<file path="src/mbad_pkg.sv">
// mbad_pkg: constants and types for the processor bus and address decoder
// assumes one 100 MHz system clock; every slower rate is an enable pulse
package mbad_pkg;
	localparam int unsigned CLK_HZ      = 100_000_000;
	localparam int unsigned XTAL_HZ     = 4_000_000;
	localparam int unsigned DIV_4M      = CLK_HZ / XTAL_HZ;
	localparam logic [4:0]  DIV_4M_MAX  = 5'(DIV_4M - 1);
	localparam int unsigned POR_TIME_US = 10;
	localparam logic [7:0]  POR_TICKS   = 8'((POR_TIME_US * XTAL_HZ + 999_999) / 1_000_000);
	localparam logic [15:0] VEC_RESET   = 16'hFFFE;
	localparam logic [15:0] VEC_NMI     = 16'hFFFC;
	localparam logic [15:0] VEC_IRQ     = 16'hFFF8;
	localparam logic [15:0] ADDR_HIGH   = 16'hFFFF;
	localparam logic [15:0] RAM_LO      = 16'h6080;
	localparam logic [15:0] RAM_HI      = 16'h60FF;
	localparam logic [15:0] DEV_BASE    = 16'h0010;
	localparam logic [15:0] KEYPAD_ADDR = 16'h0010;
	localparam logic [15:0] FREE_START  = 16'h8000;
	localparam logic [7:0]  CLB_FORCE   = 8'hA0;
	localparam logic [2:0]  STACK_LAST  = 3'h6;
	localparam logic [1:0]  Q_PHI1      = 2'h0;
	localparam logic [1:0]  Q_PHI2      = 2'h2;
	localparam logic [1:0]  Q_END       = 2'h3;

	typedef enum logic [2:0] {
		ST_RESET = 3'b000,
		ST_VEC   = 3'b001,
		ST_RUN   = 3'b010,
		ST_STACK = 3'b011,
		ST_FREE  = 3'b100
	} mbad_state_t;

	typedef struct packed {
		logic        write;
		logic        last;
		logic [15:0] addr;
		logic [7:0]  wdata;
	} mbad_req_t;

	typedef struct packed {
		logic [15:0] pc;
		logic [15:0] ix;
		logic [15:0] sp;
		logic [7:0]  acca;
		logic [7:0]  accb;
		logic [7:0]  ccr;
	} mbad_regs_t;
endpackage

</file>
<file path="src/mbad_clkgen.sv">
// mbad_clkgen: 4 MHz enable, two-phase 1 MHz clock and power-up reset
// assumes clk_i is the 100 MHz system clock
`timescale 1ns/1ps
module mbad_clkgen
	import mbad_pkg::*;
(
	// clock and reset
	input  wire logic       clk_i,
	input  wire logic       sys_rst_i,
	// phase timing
	output logic            tick_o,
	output logic [1:0]      qtr_o,
	output logic            phi1_o,
	output logic            phi2_o,
	// power-up
	output logic            por_n_o,
	output logic            display_blank_reset_o
);
	logic [4:0] div_reg;
	logic [7:0] por_cnt_reg;

	always_ff @(posedge clk_i or posedge sys_rst_i) begin
		if (sys_rst_i) begin
			div_reg <= 5'h0;
			tick_o  <= 1'b0;
		end else begin
			tick_o  <= (div_reg == DIV_4M_MAX);
			div_reg <= (div_reg == DIV_4M_MAX) ? 5'h0 : div_reg + 5'h1;
		end
	end

	// gaps at quarters 1 and 3 keep the phases from overlapping
	always_ff @(posedge clk_i or posedge sys_rst_i) begin
		if (sys_rst_i) begin
			qtr_o  <= Q_END;
			phi1_o <= 1'b0;
			phi2_o <= 1'b0;
		end else if (div_reg == DIV_4M_MAX) begin
			qtr_o  <= qtr_o + 2'h1;
			phi1_o <= (qtr_o == Q_END);
			phi2_o <= (qtr_o == 2'h1);
		end
	end

	always_ff @(posedge clk_i or posedge sys_rst_i) begin
		if (sys_rst_i) begin
			por_cnt_reg           <= 8'h0;
			por_n_o               <= 1'b0;
			display_blank_reset_o <= 1'b1;
		end else if (div_reg == DIV_4M_MAX && !por_n_o) begin
			por_cnt_reg           <= por_cnt_reg + 8'h1;
			por_n_o               <= (por_cnt_reg == POR_TICKS - 8'h1);
			display_blank_reset_o <= (por_cnt_reg != POR_TICKS - 8'h1);
		end
	end
endmodule

</file>
<file path="src/mbad_top.sv">
// mbad_top: processor bus sequencer, interrupt entry and address decoder
// assumes a core drives one bus request per 1 MHz cycle on the user side
`timescale 1ns/1ps
module mbad_top
	import mbad_pkg::*;
(
	// clock and reset
	input  wire logic        clk_i,
	input  wire logic        sys_rst_i,
	// processor control inputs
	input  wire logic        cpu_reset_n_i,
	input  wire logic        processor_stop_i,
	input  wire logic        three_state_ctrl_i,
	input  wire logic        data_bus_drive_enable_i,
	input  wire logic        nonmaskable_interrupt_n_i,
	input  wire logic        interrupt_request_n_i,
	// test straps
	input  wire logic        free_run_test_n_i,
	input  wire logic        external_rom_select_n_i,
	// core side
	input  wire logic        req_valid_i,
	input  wire mbad_req_t   req_i,
	input  wire mbad_regs_t  regs_i,
	input  wire logic        mask_clear_i,
	output logic             req_taken_o,
	output logic             rsp_valid_o,
	output logic [7:0]       rsp_data_o,
	output logic             pc_load_valid_o,
	output logic [15:0]      pc_load_o,
	output logic             mask_o,
	// clocks and power-up
	output logic             phi1_o,
	output logic             phi2_o,
	output logic             cpu_reset_n_o,
	output logic             display_blank_reset_o,
	// processor bus
	output logic [15:0]      addr_n_o,
	output logic             valid_address_strobe_o,
	output logic             rw_o,
	output logic             rw_oe_o,
	input  wire logic [7:0]  data_i,
	output logic [7:0]       data_o,
	output logic             data_oe_o,
	// transceiver and memory selects
	output logic             xcvr_en_n_o,
	output logic             xcvr_dir_o,
	output logic             ram_sel_n_o,
	output logic             rom_sel_n_o,
	// device strobes
	output logic [7:0]       dev_rd_n_o,
	output logic [7:0]       dev_wr_n_o,
	output logic             keypad_read_strobe_n_o
);
	////////////////////////////////////////////////////////////////////////
	function automatic logic is_ram(input logic [15:0] a);
		is_ram = (a >= RAM_LO) && (a <= RAM_HI);
	endfunction

	function automatic logic is_dev(input logic [15:0] a);
		is_dev = (a[15:3] == DEV_BASE[15:3]);
	endfunction

	function automatic logic is_rom(input logic [15:0] a, input logic ext_n);
		is_rom = a[15] && ext_n;
	endfunction

	////////////////////////////////////////////////////////////////////////
	logic        tick;
	logic [1:0]  qtr;
	logic        por_n;
	logic        cyc_start;
	logic        cyc_phi2;
	logic        cyc_end;

	mbad_clkgen u_clkgen (
		.clk_i                 (clk_i),
		.sys_rst_i             (sys_rst_i),
		.tick_o                (tick),
		.qtr_o                 (qtr),
		.phi1_o                (phi1_o),
		.phi2_o                (phi2_o),
		.por_n_o               (por_n),
		.display_blank_reset_o (display_blank_reset_o)
	);

	assign cyc_start = tick && (qtr == Q_PHI1);
	assign cyc_phi2  = tick && (qtr == Q_PHI2);
	assign cyc_end   = tick && (qtr == Q_END);

	////////////////////////////////////////////////////////////////////////
	mbad_state_t state_reg;
	logic        res_q_reg;
	logic        res_rise;
	logic [15:0] addr_reg;
	logic [15:0] vec_base_reg;
	logic [15:0] free_addr_reg;
	logic [7:0]  wdata_reg;
	logic [7:0]  pc_hi_reg;
	logic [7:0]  data_eff;
	logic [7:0]  stack_byte;
	logic [2:0]  cnt_reg;
	logic        cur_last_reg;
	logic        cur_req_reg;
	logic        boundary_reg;
	logic        bnd;
	logic        nmi_prev_reg;
	logic        nmi_pend_reg;
	logic        irq_lvl_reg;
	logic        int_go;
	logic        take_int;
	logic        take_nmi;

	assign res_rise = (por_n && cpu_reset_n_i) && !res_q_reg;
	// in free-run test, grounded diodes pull two lines so the fetch sees clear-b
	assign data_eff = free_run_test_n_i ? data_i : (data_i & ~CLB_FORCE);
	assign int_go   = processor_stop_i && (nmi_pend_reg || (irq_lvl_reg && !mask_o));
	assign bnd      = cur_req_reg ? cur_last_reg : boundary_reg;
	assign take_int = cyc_end && (state_reg == ST_RUN) && free_run_test_n_i && bnd && int_go;
	assign take_nmi = take_int && nmi_pend_reg;

	always_comb begin
		stack_byte = regs_i.ccr;
		unique case (cnt_reg)
			3'h0: stack_byte = regs_i.pc[7:0];
			3'h1: stack_byte = regs_i.pc[15:8];
			3'h2: stack_byte = regs_i.ix[7:0];
			3'h3: stack_byte = regs_i.ix[15:8];
			3'h4: stack_byte = regs_i.acca;
			3'h5: stack_byte = regs_i.accb;
			3'h6: stack_byte = regs_i.ccr;
			default: stack_byte = regs_i.ccr;
		endcase
	end

	////////////////////////////////////////////////////////////////////////
	// power-up pulse reaches the processor reset pin
	always_ff @(posedge clk_i or posedge sys_rst_i) begin
		if (sys_rst_i) begin
			res_q_reg     <= 1'b0;
			cpu_reset_n_o <= 1'b0;
		end else begin
			res_q_reg     <= por_n && cpu_reset_n_i;
			cpu_reset_n_o <= por_n;
		end
	end

	// interrupt inputs looked at only in phase two
	always_ff @(posedge clk_i or posedge sys_rst_i) begin
		if (sys_rst_i) begin
			nmi_prev_reg <= 1'b1;
			nmi_pend_reg <= 1'b0;
			irq_lvl_reg  <= 1'b0;
		end else begin
			if (cyc_phi2) begin
				nmi_prev_reg <= nonmaskable_interrupt_n_i;
				irq_lvl_reg  <= !interrupt_request_n_i && processor_stop_i;
			end
			// an edge seen at phase two of the take cycle is cleared by the take at cycle end
			if (cyc_phi2 && nmi_prev_reg && !nonmaskable_interrupt_n_i && processor_stop_i)
				nmi_pend_reg <= 1'b1;
			else if (take_nmi || !res_q_reg)
				nmi_pend_reg <= 1'b0;
		end
	end

	// mask set by restart or irq entry wins over a software clear
	always_ff @(posedge clk_i or posedge sys_rst_i) begin
		if (sys_rst_i)
			mask_o <= 1'b1;
		else if (res_rise || (take_int && !nmi_pend_reg))
			mask_o <= 1'b1;
		else if (mask_clear_i)
			mask_o <= 1'b0;
	end

	////////////////////////////////////////////////////////////////////////
	// sequencer: cycles issued at phase one, retired at phase two fall
	always_ff @(posedge clk_i or posedge sys_rst_i) begin
		if (sys_rst_i) begin
			state_reg     <= ST_RESET;
			vec_base_reg  <= VEC_RESET;
			free_addr_reg <= FREE_START;
			cnt_reg       <= 3'h0;
			boundary_reg  <= 1'b1;
			pc_hi_reg     <= 8'h0;
		end else if (!res_q_reg) begin
			state_reg <= ST_RESET;
		end else if (res_rise || state_reg == ST_RESET) begin
			state_reg    <= ST_VEC;
			vec_base_reg <= VEC_RESET;
			cnt_reg      <= 3'h0;
		end else if (cyc_end) begin
			unique case (state_reg)
				ST_VEC: begin
					if (cur_req_reg) begin
						cnt_reg   <= cnt_reg + 3'h1;
						pc_hi_reg <= data_eff;
						if (cnt_reg[0]) begin
							state_reg    <= ST_RUN;
							boundary_reg <= 1'b1;
						end
					end
				end
				ST_STACK: begin
					if (cur_req_reg) begin
						cnt_reg <= (cnt_reg == STACK_LAST) ? 3'h0 : cnt_reg + 3'h1;
						if (cnt_reg == STACK_LAST)
							state_reg <= ST_VEC;
					end
				end
				ST_FREE: begin
					if (cur_req_reg)
						free_addr_reg <= (free_addr_reg == ADDR_HIGH) ? FREE_START : free_addr_reg + 16'h1;
					if (free_run_test_n_i)
						state_reg <= ST_RUN;
				end
				ST_RUN: begin
					boundary_reg <= bnd;
					if (!free_run_test_n_i) begin
						state_reg     <= ST_FREE;
						free_addr_reg <= FREE_START;
					end else if (take_int) begin
						state_reg    <= ST_STACK;
						cnt_reg      <= 3'h0;
						vec_base_reg <= nmi_pend_reg ? VEC_NMI : VEC_IRQ;
					end
				end
				default: state_reg <= ST_RESET;
			endcase
		end
	end

	// bus cycle launch; a halted processor starts no cycle
	always_ff @(posedge clk_i or posedge sys_rst_i) begin
		if (sys_rst_i) begin
			addr_reg               <= ADDR_HIGH;
			addr_n_o               <= ~ADDR_HIGH;
			valid_address_strobe_o <= 1'b0;
			rw_o                   <= 1'b1;
			wdata_reg              <= 8'h0;
			cur_req_reg            <= 1'b0;
			cur_last_reg           <= 1'b0;
			req_taken_o            <= 1'b0;
		end else begin
			req_taken_o <= 1'b0;
			if (state_reg == ST_RESET || !res_q_reg) begin
				addr_reg               <= ADDR_HIGH;
				addr_n_o               <= ~ADDR_HIGH;
				valid_address_strobe_o <= 1'b0;
				rw_o                   <= 1'b1;
				cur_req_reg            <= 1'b0;
			end else if (cyc_start) begin
				valid_address_strobe_o <= 1'b0;
				rw_o                   <= 1'b1;
				cur_req_reg            <= 1'b0;
				cur_last_reg           <= 1'b0;
				if (processor_stop_i) begin
					unique case (state_reg)
						ST_VEC: begin
							addr_reg               <= vec_base_reg | {15'h0, cnt_reg[0]};
							addr_n_o               <= ~(vec_base_reg | {15'h0, cnt_reg[0]});
							valid_address_strobe_o <= 1'b1;
							cur_req_reg            <= 1'b1;
						end
						ST_STACK: begin
							addr_reg               <= regs_i.sp - {13'h0, cnt_reg};
							addr_n_o               <= ~(regs_i.sp - {13'h0, cnt_reg});
							valid_address_strobe_o <= 1'b1;
							rw_o                   <= 1'b0;
							wdata_reg              <= stack_byte;
							cur_req_reg            <= 1'b1;
						end
						ST_FREE: begin
							addr_reg               <= free_addr_reg;
							addr_n_o               <= ~free_addr_reg;
							valid_address_strobe_o <= 1'b1;
							cur_req_reg            <= 1'b1;
						end
						ST_RUN: begin
							if (req_valid_i && free_run_test_n_i) begin
								addr_reg               <= req_i.addr;
								addr_n_o               <= ~req_i.addr;
								valid_address_strobe_o <= 1'b1;
								rw_o                   <= !req_i.write;
								wdata_reg              <= req_i.wdata;
								cur_req_reg            <= 1'b1;
								cur_last_reg           <= req_i.last;
								req_taken_o            <= 1'b1;
							end
						end
						default: cur_req_reg <= 1'b0;
					endcase
				end
			end else if (cyc_end) begin
				valid_address_strobe_o <= 1'b0;
				rw_o                   <= 1'b1;
			end
		end
	end

	// answers toward the core
	always_ff @(posedge clk_i or posedge sys_rst_i) begin
		if (sys_rst_i) begin
			rsp_valid_o     <= 1'b0;
			rsp_data_o      <= 8'h0;
			pc_load_valid_o <= 1'b0;
			pc_load_o       <= 16'h0;
		end else begin
			rsp_valid_o     <= cyc_end && cur_req_reg && state_reg == ST_RUN;
			pc_load_valid_o <= cyc_end && cur_req_reg && state_reg == ST_VEC && cnt_reg[0];
			if (cyc_end && cur_req_reg)
				rsp_data_o <= data_eff;
			if (cyc_end && cur_req_reg && state_reg == ST_VEC && cnt_reg[0])
				pc_load_o <= {pc_hi_reg, data_eff};
		end
	end

	////////////////////////////////////////////////////////////////////////
	// pin drivers; halt or three-state control floats read/write
	always_ff @(posedge clk_i or posedge sys_rst_i) begin
		if (sys_rst_i) begin
			rw_oe_o   <= 1'b0;
			data_oe_o <= 1'b0;
			data_o    <= 8'h0;
		end else begin
			rw_oe_o   <= processor_stop_i && !three_state_ctrl_i;
			data_oe_o <= data_bus_drive_enable_i && valid_address_strobe_o && !rw_o;
			data_o    <= wdata_reg;
		end
	end

	// strobes open at phase two rise, close when phase two falls
	always_ff @(posedge clk_i or posedge sys_rst_i) begin
		if (sys_rst_i) begin
			dev_rd_n_o             <= 8'hFF;
			dev_wr_n_o             <= 8'hFF;
			keypad_read_strobe_n_o <= 1'b1;
			xcvr_en_n_o            <= 1'b1;
			xcvr_dir_o             <= 1'b1;
			ram_sel_n_o            <= 1'b1;
			rom_sel_n_o            <= 1'b1;
		end else if (cyc_phi2 && valid_address_strobe_o) begin
			for (int i = 0; i < 8; i++) begin
				dev_rd_n_o[i] <= !(is_dev(addr_reg) && rw_o && addr_reg[2:0] == 3'(i));
				dev_wr_n_o[i] <= !(is_dev(addr_reg) && !rw_o && addr_reg[2:0] == 3'(i));
			end
			keypad_read_strobe_n_o <= !(addr_reg == KEYPAD_ADDR && rw_o);
			ram_sel_n_o            <= !is_ram(addr_reg);
			rom_sel_n_o            <= !is_rom(addr_reg, external_rom_select_n_i);
			xcvr_en_n_o            <= !(is_ram(addr_reg) || is_dev(addr_reg)
				|| is_rom(addr_reg, external_rom_select_n_i));
			xcvr_dir_o             <= rw_o;
		end else if (cyc_end || !valid_address_strobe_o) begin
			dev_rd_n_o             <= 8'hFF;
			dev_wr_n_o             <= 8'hFF;
			keypad_read_strobe_n_o <= 1'b1;
			xcvr_en_n_o            <= 1'b1;
			ram_sel_n_o            <= 1'b1;
			rom_sel_n_o            <= 1'b1;
		end
	end

	////////////////////////////////////////////////////////////////////////
	AST_RW_IDLE_READ: assert property (@(posedge clk_i) disable iff (sys_rst_i)
		!valid_address_strobe_o |-> rw_o) else $error("rw not high while idle");
	AST_ONE_RD_STROBE: assert property (@(posedge clk_i) disable iff (sys_rst_i)
		$onehot0(~dev_rd_n_o)) else $error("more than one read strobe low");
	AST_STROBE_QUAL: assert property (@(posedge clk_i) disable iff (sys_rst_i)
		(dev_rd_n_o != 8'hFF || dev_wr_n_o != 8'hFF) |-> valid_address_strobe_o && (phi2_o || $past(phi2_o)))
		else $error("strobe outside phase two of valid cycle");
	AST_KEYPAD: assert property (@(posedge clk_i) disable iff (sys_rst_i)
		!keypad_read_strobe_n_o |-> addr_reg == KEYPAD_ADDR && rw_o && !dev_rd_n_o[0])
		else $error("keypad strobe on wrong access");
	AST_ADDR_INV: assert property (@(posedge clk_i) disable iff (sys_rst_i)
		$changed(addr_reg) |-> addr_n_o == ~addr_reg) else $error("address pins not complemented");
	AST_RESET_ADDR: assert property (@(posedge clk_i) disable iff (sys_rst_i)
		!res_q_reg |=> addr_reg == ADDR_HIGH && !valid_address_strobe_o)
		else $error("address not forced high in reset");
	AST_RW_FLOAT: assert property (@(posedge clk_i) disable iff (sys_rst_i)
		(three_state_ctrl_i || !processor_stop_i) |=> !rw_oe_o) else $error("read/write driven while floated");
	AST_DATA_OE: assert property (@(posedge clk_i) disable iff (sys_rst_i)
		data_oe_o |-> $past(data_bus_drive_enable_i) && $past(!rw_o)) else $error("data driven on read");
	AST_XCVR: assert property (@(posedge clk_i) disable iff (sys_rst_i)
		$fell(xcvr_en_n_o) |-> valid_address_strobe_o && phi2_o && xcvr_dir_o == rw_o)
		else $error("transceiver enabled outside transfer");
	AST_FREE_SWEEP: assert property (@(posedge clk_i) disable iff (sys_rst_i)
		(state_reg == ST_FREE && valid_address_strobe_o) |-> addr_reg[15]) else $error("free-run left upper half");
endmodule

</file>
<file path="config.mk">
export PLATFORM = sky130hd
export DESIGN_NAME = mbad_top
export DESIGN_NICKNAME = d
export VERILOG_FILES = /design/src/mbad_pkg.sv /design/src/mbad_clkgen.sv /design/src/mbad_top.sv
export SDC_FILE = /design/constraint.sdc
export NUM_CORES = 1
export LEC_CHECK = 0
export BUFFER_PORTS_ARGS = -buffer_cell sky130_fd_sc_hd__buf_2
export CAP_MARGIN = 20
export CORE_AREA = 3 3 217 134
export CTS_BUF_LIST = sky130_fd_sc_hd__clkbuf_2
export DETAILED_ROUTE_END_ITERATION = 6
export DIE_AREA = 0 0 220 137
export SYNTH_ARGS = -nofsm -noshare
export SYNTH_HDL_FRONTEND = slang
export SYNTH_SLANG_ARGS = --single-unit
</file>
<file path="constraint.sdc">
create_clock -name clk_i -period 4.2 [get_ports clk_i]
set_input_delay 0.21 -clock clk_i [delete_from_list [all_inputs] [get_ports clk_i]]
set_output_delay 0.21 -clock clk_i [all_outputs]
set_load 0.03 [all_outputs]
</file>
==> results of run 1 <==
logic make-up after synthesis:
logic type / after synthesis
AND/OR/NAND/NOR: 297
XOR/XNOR: 20
AO/OA/AOI/OAI: 195
flip-flops: 161
multiplexers: 43
adder cells (fa/ha/maj): 18
buffers and inverters: 62
metal layers:
| layer | global-route usage | part of all wire | vias up |
|---|---|---|---|
| met2 | 0.2416 | 0.41 | 241 |
| met1 | 0.2466 | 0.50 | 3597 |
| met3 | 0.05791 | 0.080 | 20 |
| met4 | 0.02894 | 0.0087 | 0 |
| li1 | - | - | 3470 |
| met5 | 0 | 0 | - |
power by group through the flow:
stage | Sequential, W | Combinational (W) | Clock (W)
2_1_floorplan | 0.00159 | 0.0000569 | 0
3_3_place_gp | 0.00159 | 0.000153 | 0
3_5_place_dp | 0.00159 | 0.000155 | 0
4_1_cts | 0.00156 | 0.000199 | 0.000901
5_1_grt | 0.00157 | 0.000220 | 0.000969
6_report | 0.00156 | 0.000199 | 0.000855
cell type report:
class	instances	area (um2)	share of cell area
flip-flops and latches	161	4088	0.3859
multi-input cells	573	3752	0.3543
repair buffers	297	1969	0.1859
well taps	367	459.2	0.04335
clock inverters	14	138.9	0.01311
inverters	24	93.84	0.008860
clock buffers	18	90.09	0.008506
timing repair:
item / in CTS / in global routing
hold endpoints to repair: 197 / 0
setup endpoints to repair: 0 / 1
hold buffers: 89 / 0
resized for setup: 0 / 1
cells in the final DEF (no fill, tap or decap), types with 8 or more instances in the layout:
cell and instances:
buf_2 198, dfrtp_1 114, dlygate4sd3_1 89, nor2_1 84
nand2_1 81, dfstp_2 47, mux2_2 43, o21ai_0 35
a21oi_1 33, nand3_1 32, a31oi_1 27, inv_1 21
clkbuf_2 18, ha_1 17, nor2b_1 15, nand4_1 13
nor4_1 12, xor2_1 11, nor3_1 11, o21a_1 11
a22o_1 10, xnor2_1 9, buf_4 9, nand2b_1 8
o221ai_1 8, o31ai_1 8
critical path, stage by stage (launching register included):
cell and delay [ns]:
dfrtp_1 0.43, inv_1 0.15, ha_1 0.35, a211oi_2 0.27, nand2_1 0.20, o41a_1 0.41
dlygate4sd3_1 0.57, o21ai_1 0.18, dlygate4sd3_1 0.59, a31oi_1 0.09, dlygate4sd3_1 0.60
metrics by stage:
stage | utilization | power (W) | hold slack [ns] | area (um2) | std cells
2_1_floorplan | - | 0.001651 | 0.2756 | 8108 | 796
3_3_place_gp | 0.3469 | 0.001740 | 0.1567 | 9467 | 1333
3_5_place_dp | 0.3469 | 0.001742 | 0.1588 | 9467 | 1333
4_1_cts | 0.3880 | 0.002663 | 0.009803 | 10590 | 1454
5_1_grt | 0.3882 | 0.002754 | 0.04111 | 10590 | 1454
6_report | 0.3882 | 0.002617 | 0.1176 | 10590 | 1454
final timing paths:
kind / start / endpoint / slack [ns] / depth (start not counted)
max: cnt_reg[2] / addr_reg[13] / 0.30 / 10
min: regs_i[24] / addr_reg[0] / 0.12 / 6
max reg2reg: cnt_reg[2] / addr_reg[13] / 0.30 / 10
min reg2reg: wdata_reg[2] / data_o[2] / 0.41 / 0
max in group asynchronous: sys_rst_i / addr_n_o[9] / 2.60 / 5
min in group asynchronous: sys_rst_i / u_clkgen.por_cnt_reg[4] / 0.46 / 4
==> impl_metrics.ini, run 1 <==
[run_status]
status = finished, final reports clean

[global_route]
grt_pass1_wl_mm = 39.25
grt_max_degree = 154
antenna_found_initial = 0
overflow = 0
track_usage = 0.1683
grt_pass1_vias = 7105

[clocking]
cts_sinks = 161
post-cts-setup-buffers = 0
cts_root_buffer = clkbuf_2
clkTransAtPathRegs_ns = 0.24
cts_tree = yes
clock_path_buffers = 2
clk_latency_ns = 0.78
htree_levels = 4
cts_buffers = 17

[routing]
avgRoutedWirePerCell_um = 17.29
drc = 0
drtAntennaViolNets = 0
first_iter_violations = 629
first_pass_iters = 4
wirelength_mm = 25.15
vias = 7328
viasPerCell = 5.040

[yosys]
synth_largest_area_cell = dfrtp_1
ys.flop_type = dfrtp_1
synth-seq-cells = 161
ys_warn_count = 0
synthSimpleGateAreaFrac = 0.1817
synth_area_leaders = dfrtp_1 (35%), dfstp_2 (15%), mux2_2 (6.0%), nor2_1 (3.9%), nand2_1 (3.8%)
synth-async-reset-ratio = 1.000
synth_top_area_frac = 0.3520
post_synth_inst_count = 796
synth-compound-area-share = 0.1700
synth_top_family_by_area = simple AND/OR/NAND/NOR gates
synth_fp_nets = 932
synthAdderAreaFrac = 0.02872
synth_area_per_cell_um2 = 10.18
syn_area_mm2 = 0.008104
synth-edff-count = 0
ys_types = 73
ys_seq_area_frac = 0.5044
synth_xor_area_frac = 0.02161
synth_most_common_cell = dfrtp_1
synth_common_cells = dfrtp_1 (114), nor2_1 (84), nand2_1 (81)
muxShareOfSynthArea = 0.05975

[sta]
timing.final.crit_share = 0.9274
timing.fmax_mhz = 256.7
fin_ws_ns = 0.3050
clock-skew-final_ns = 0.03412
finalSetupViolations = 0
drv_slew = 0
rsz0062_at_grt = no
slew_headroom = 0.3583
tns_ns = 0
fin_crit_ns = 3.895
hold_viol = 0
worst_pin_slew_ns = 0.9567

[critical_path]
cp_max_fo = 7
worst_ep_required_time_ns = 4.93
cp-start-kind = flop
crit_arrival_ns = 4.62
crit_type = flop to flop
setup.worst_path.end_class = flop

[floorplanning]
die_area_mm2 = 0.03014
initial_core_util = 0.2970
die_h_um = 137
die_w_um = 220
fp-row-count = 47
io_pins = 199
core_mm2 = 0.02729

[placed_design]
gp_congestion = 0.8749
io_buffers = 198
post-place-ws_ns = 1.228
dp_hpwl_mm = 18.09

[cells_and_area]
area_delta_synth_final_pct = 30.69
num-nets-final = 1210
diodes = 0
drive_gt1_frac = 0.3220
nFillCells = 2783

[power_and_ir_drop]
ir_worst_vdd_v = 0.0001511
p_leak_nw = 4.782
clkPwrFrac = 0.327
combPwrFrac = 0.076
internal_power_w = 0.001934
p_seq_frac = 0.597
p_sw_frac = 0.2609
power.density_mw_per_mm2 = 247.1
p_sw_w = 0.0006828

[hold_path]
hold_class = input port to flop

[job]
cap_viol_max_count = 0
Note: power is estimated with default switching activity, not from simulation.
==> inputs of run 2 (changes only) <==
CORE_AREA = 3 3 178 110   (was 3 3 217 134)
DIE_AREA = 0 0 181 113   (was 0 0 220 137)
PLACE_DENSITY = 0.71   (was not set)
==> run 2 against run 1 <==
Compared with the run above:
- flip-flop and latch count unchanged
- sequential share of layout area grew 1.1 points
- via count decreased by 0.16%
- combinational power is 3% lower
- clock skew grew 0.031 ns
- global-route usage rose by 5.9 points
- critical path depth is the same
- final area fell by 2.9%
- first-iteration DRC count up 24%
- utilization increased by 18 points
- largest power group unchanged
==> impl_metrics.ini, run 2 (synthesized netlist as in run 1, its figures left out) <==
[critical_path]
crit_type = flop to flop
cp-start-kind = flop
cp_max_fo = 9
setup.worst_path.end_class = flop
worstRegToRegCells = 10
r2r_start = cnt_reg[0]
worst_ep_required_time_ns = 4.85
worstReg2RegEnd = addr_n_o[6]
crit_arrival_ns = 4.42
r2r_setup_slack_ns = 0.42

[placed_design]
io_buffers = 198
gp_congestion = 0.9241
dp_hpwl_mm = 16.43
post-place-ws_ns = 1.444

[run_status]
status = finished, final reports clean

[global_route]
antenna_found_initial = 1
track_usage = 0.2276
grt_max_degree = 162
overflow = 0
grt_pass1_wl_mm = 37.70
grt_pass1_vias = 7078

[sta]
drv_slew = 0
timing.fmax_mhz = 264.8
slew_headroom = 0.4021
fin_ws_ns = 0.4237
fin_crit_ns = 3.776
worst_pin_slew_ns = 0.8969
finalSetupViolations = 0
timing.final.crit_share = 0.8991
clock-skew-final_ns = 0.06527
hold_viol = 0
tns_ns = 0
rsz0062_at_grt = no

[cells_and_area]
area_delta_synth_final_pct = 26.96
layout_commonest_cell = buf_2
drive_gt1_frac = 0.3240
num-nets-final = 1197
final_cell_mix = buf_2 (198), dfrtp_1 (114), nor2_1 (84)
nFillCells = 1600
fin_util = 0.5710

[routing]
wirelength_mm = 23.56
viasPerCell = 5.563
first_pass_iters = 6
drc = 0
drtAntennaViolNets = 0
avgRoutedWirePerCell_um = 17.91
vias = 7316
first_iter_violations = 781

[hold_path]
hp-start = req_i[23]
hold_class = input port to flop
hold_depth = 4
min_to = addr_n_o[15]

[clocking]
cts_sinks = 161
cts_root_buffer = clkbuf_2
postCtsResizedCells = 0
clk_latency_ns = 0.76
clock_path_buffers = 2
htree_levels = 4
cts_buffers = 17
clkTransAtPathRegs_ns = 0.28
cts_tree = yes

[floorplanning]
fp-row-count = 38
die_area_mm2 = 0.02045
die_h_um = 113
initial_core_util = 0.4497
io_pins = 199
core_mm2 = 0.01802
die_w_um = 181

[power_and_ir_drop]
combPwrFrac = 0.075
p_leak_nw = 4.711
p_seq_frac = 0.611
clkPwrFrac = 0.314
internal_power_w = 0.001835
p_sw_frac = 0.2832
power.density_mw_per_mm2 = 248.8
p_sw_w = 0.0007247
ir_worst_vdd_v = 0.0001739

[job]
cap_viol_max_count = 0
run 2: power by group through the flow:
| stage | clock network (W) | registers (W) | logic [W] |
|---|---|---|---|
| 5_1_grt | 0.000905 | 0.00157 | 0.000213 |
| 3_5_place_dp | 0 | 0.00159 | 0.000155 |
| 2_1_floorplan | 0 | 0.00159 | 0.0000569 |
| 3_3_place_gp | 0 | 0.00159 | 0.000154 |
| 6_report | 0.000803 | 0.00156 | 0.000193 |
| 4_1_cts | 0.000836 | 0.00156 | 0.000192 |
run 2: through the flow:
step | std cells | total power, W | cell area (um2) | hold slack [ns]
after floorplan | 796 | 0.001651 | 8108 | 0.2756
after global placement | 1202 | 0.001741 | 9278 | 0.3599
after detailed placement | 1202 | 0.001742 | 9278 | 0.3635
after CTS | 1313 | 0.002592 | 10280 | 0.01205
after global routing | 1315 | 0.002684 | 10290 | 0.02626
final | 1315 | 0.002559 | 10290 | 0.08671
run 2: final cells by class:
class / count / area, um2 / area share
Timing Repair Buffer: 284 / 1844 / 0.1793
Tap cell: 240 / 300.3 / 0.02919
Inverter: 24 / 93.84 / 0.009121
Multi-Input combinational cell: 573 / 3747 / 0.3642
Antenna cell: 1 / 2.502 / 0.0002432
Clock inverter: 14 / 122.6 / 0.01192
Sequential cell: 161 / 4088 / 0.3973
Clock buffer: 18 / 90.09 / 0.008756
run 2: metal layers:
| layer | track usage | vias up | share of wire |
|---|---|---|---|
| met4 | 0.03296 | 0 | 0.0061 |
| met5 | 0 | - | 0 |
| li1 | - | 3436 | - |
| met1 | 0.3423 | 3547 | 0.47 |
| met3 | 0.06200 | 22 | 0.087 |
| met2 | 0.3386 | 311 | 0.44 |
run 2: critical path, stage by stage, from the launching register on:
cell and delay (ns):
dfrtp_1 0.60, ha_1 0.21, inv_1 0.05, fa_1 0.40
a211oi_1 0.70, nand2_1 0.15, xor2_1 0.17, dlygate4sd3_1 0.57
o211ai_1 0.20, dlygate4sd3_1 0.59, nand2_1 0.05
run 2: how the worst max path moves through the flow:
stage,start,slack (ns),end
floorplan,cnt_reg[2],1.39,addr_reg[12]
global placement,state_reg[1],1.45,cnt_reg[1]
detailed placement,state_reg[1],1.44,cnt_reg[2]
CTS,cnt_reg[0],0.51,addr_n_o[6]
global route,cnt_reg[0],0.11,addr_n_o[6]
finish,cnt_reg[0],0.42,addr_n_o[6]
run 2: timing repair:
item	in CTS	in global routing
buffers inserted	0	0
endpoints found under the hold margin	191	0
hold buffers	79	0
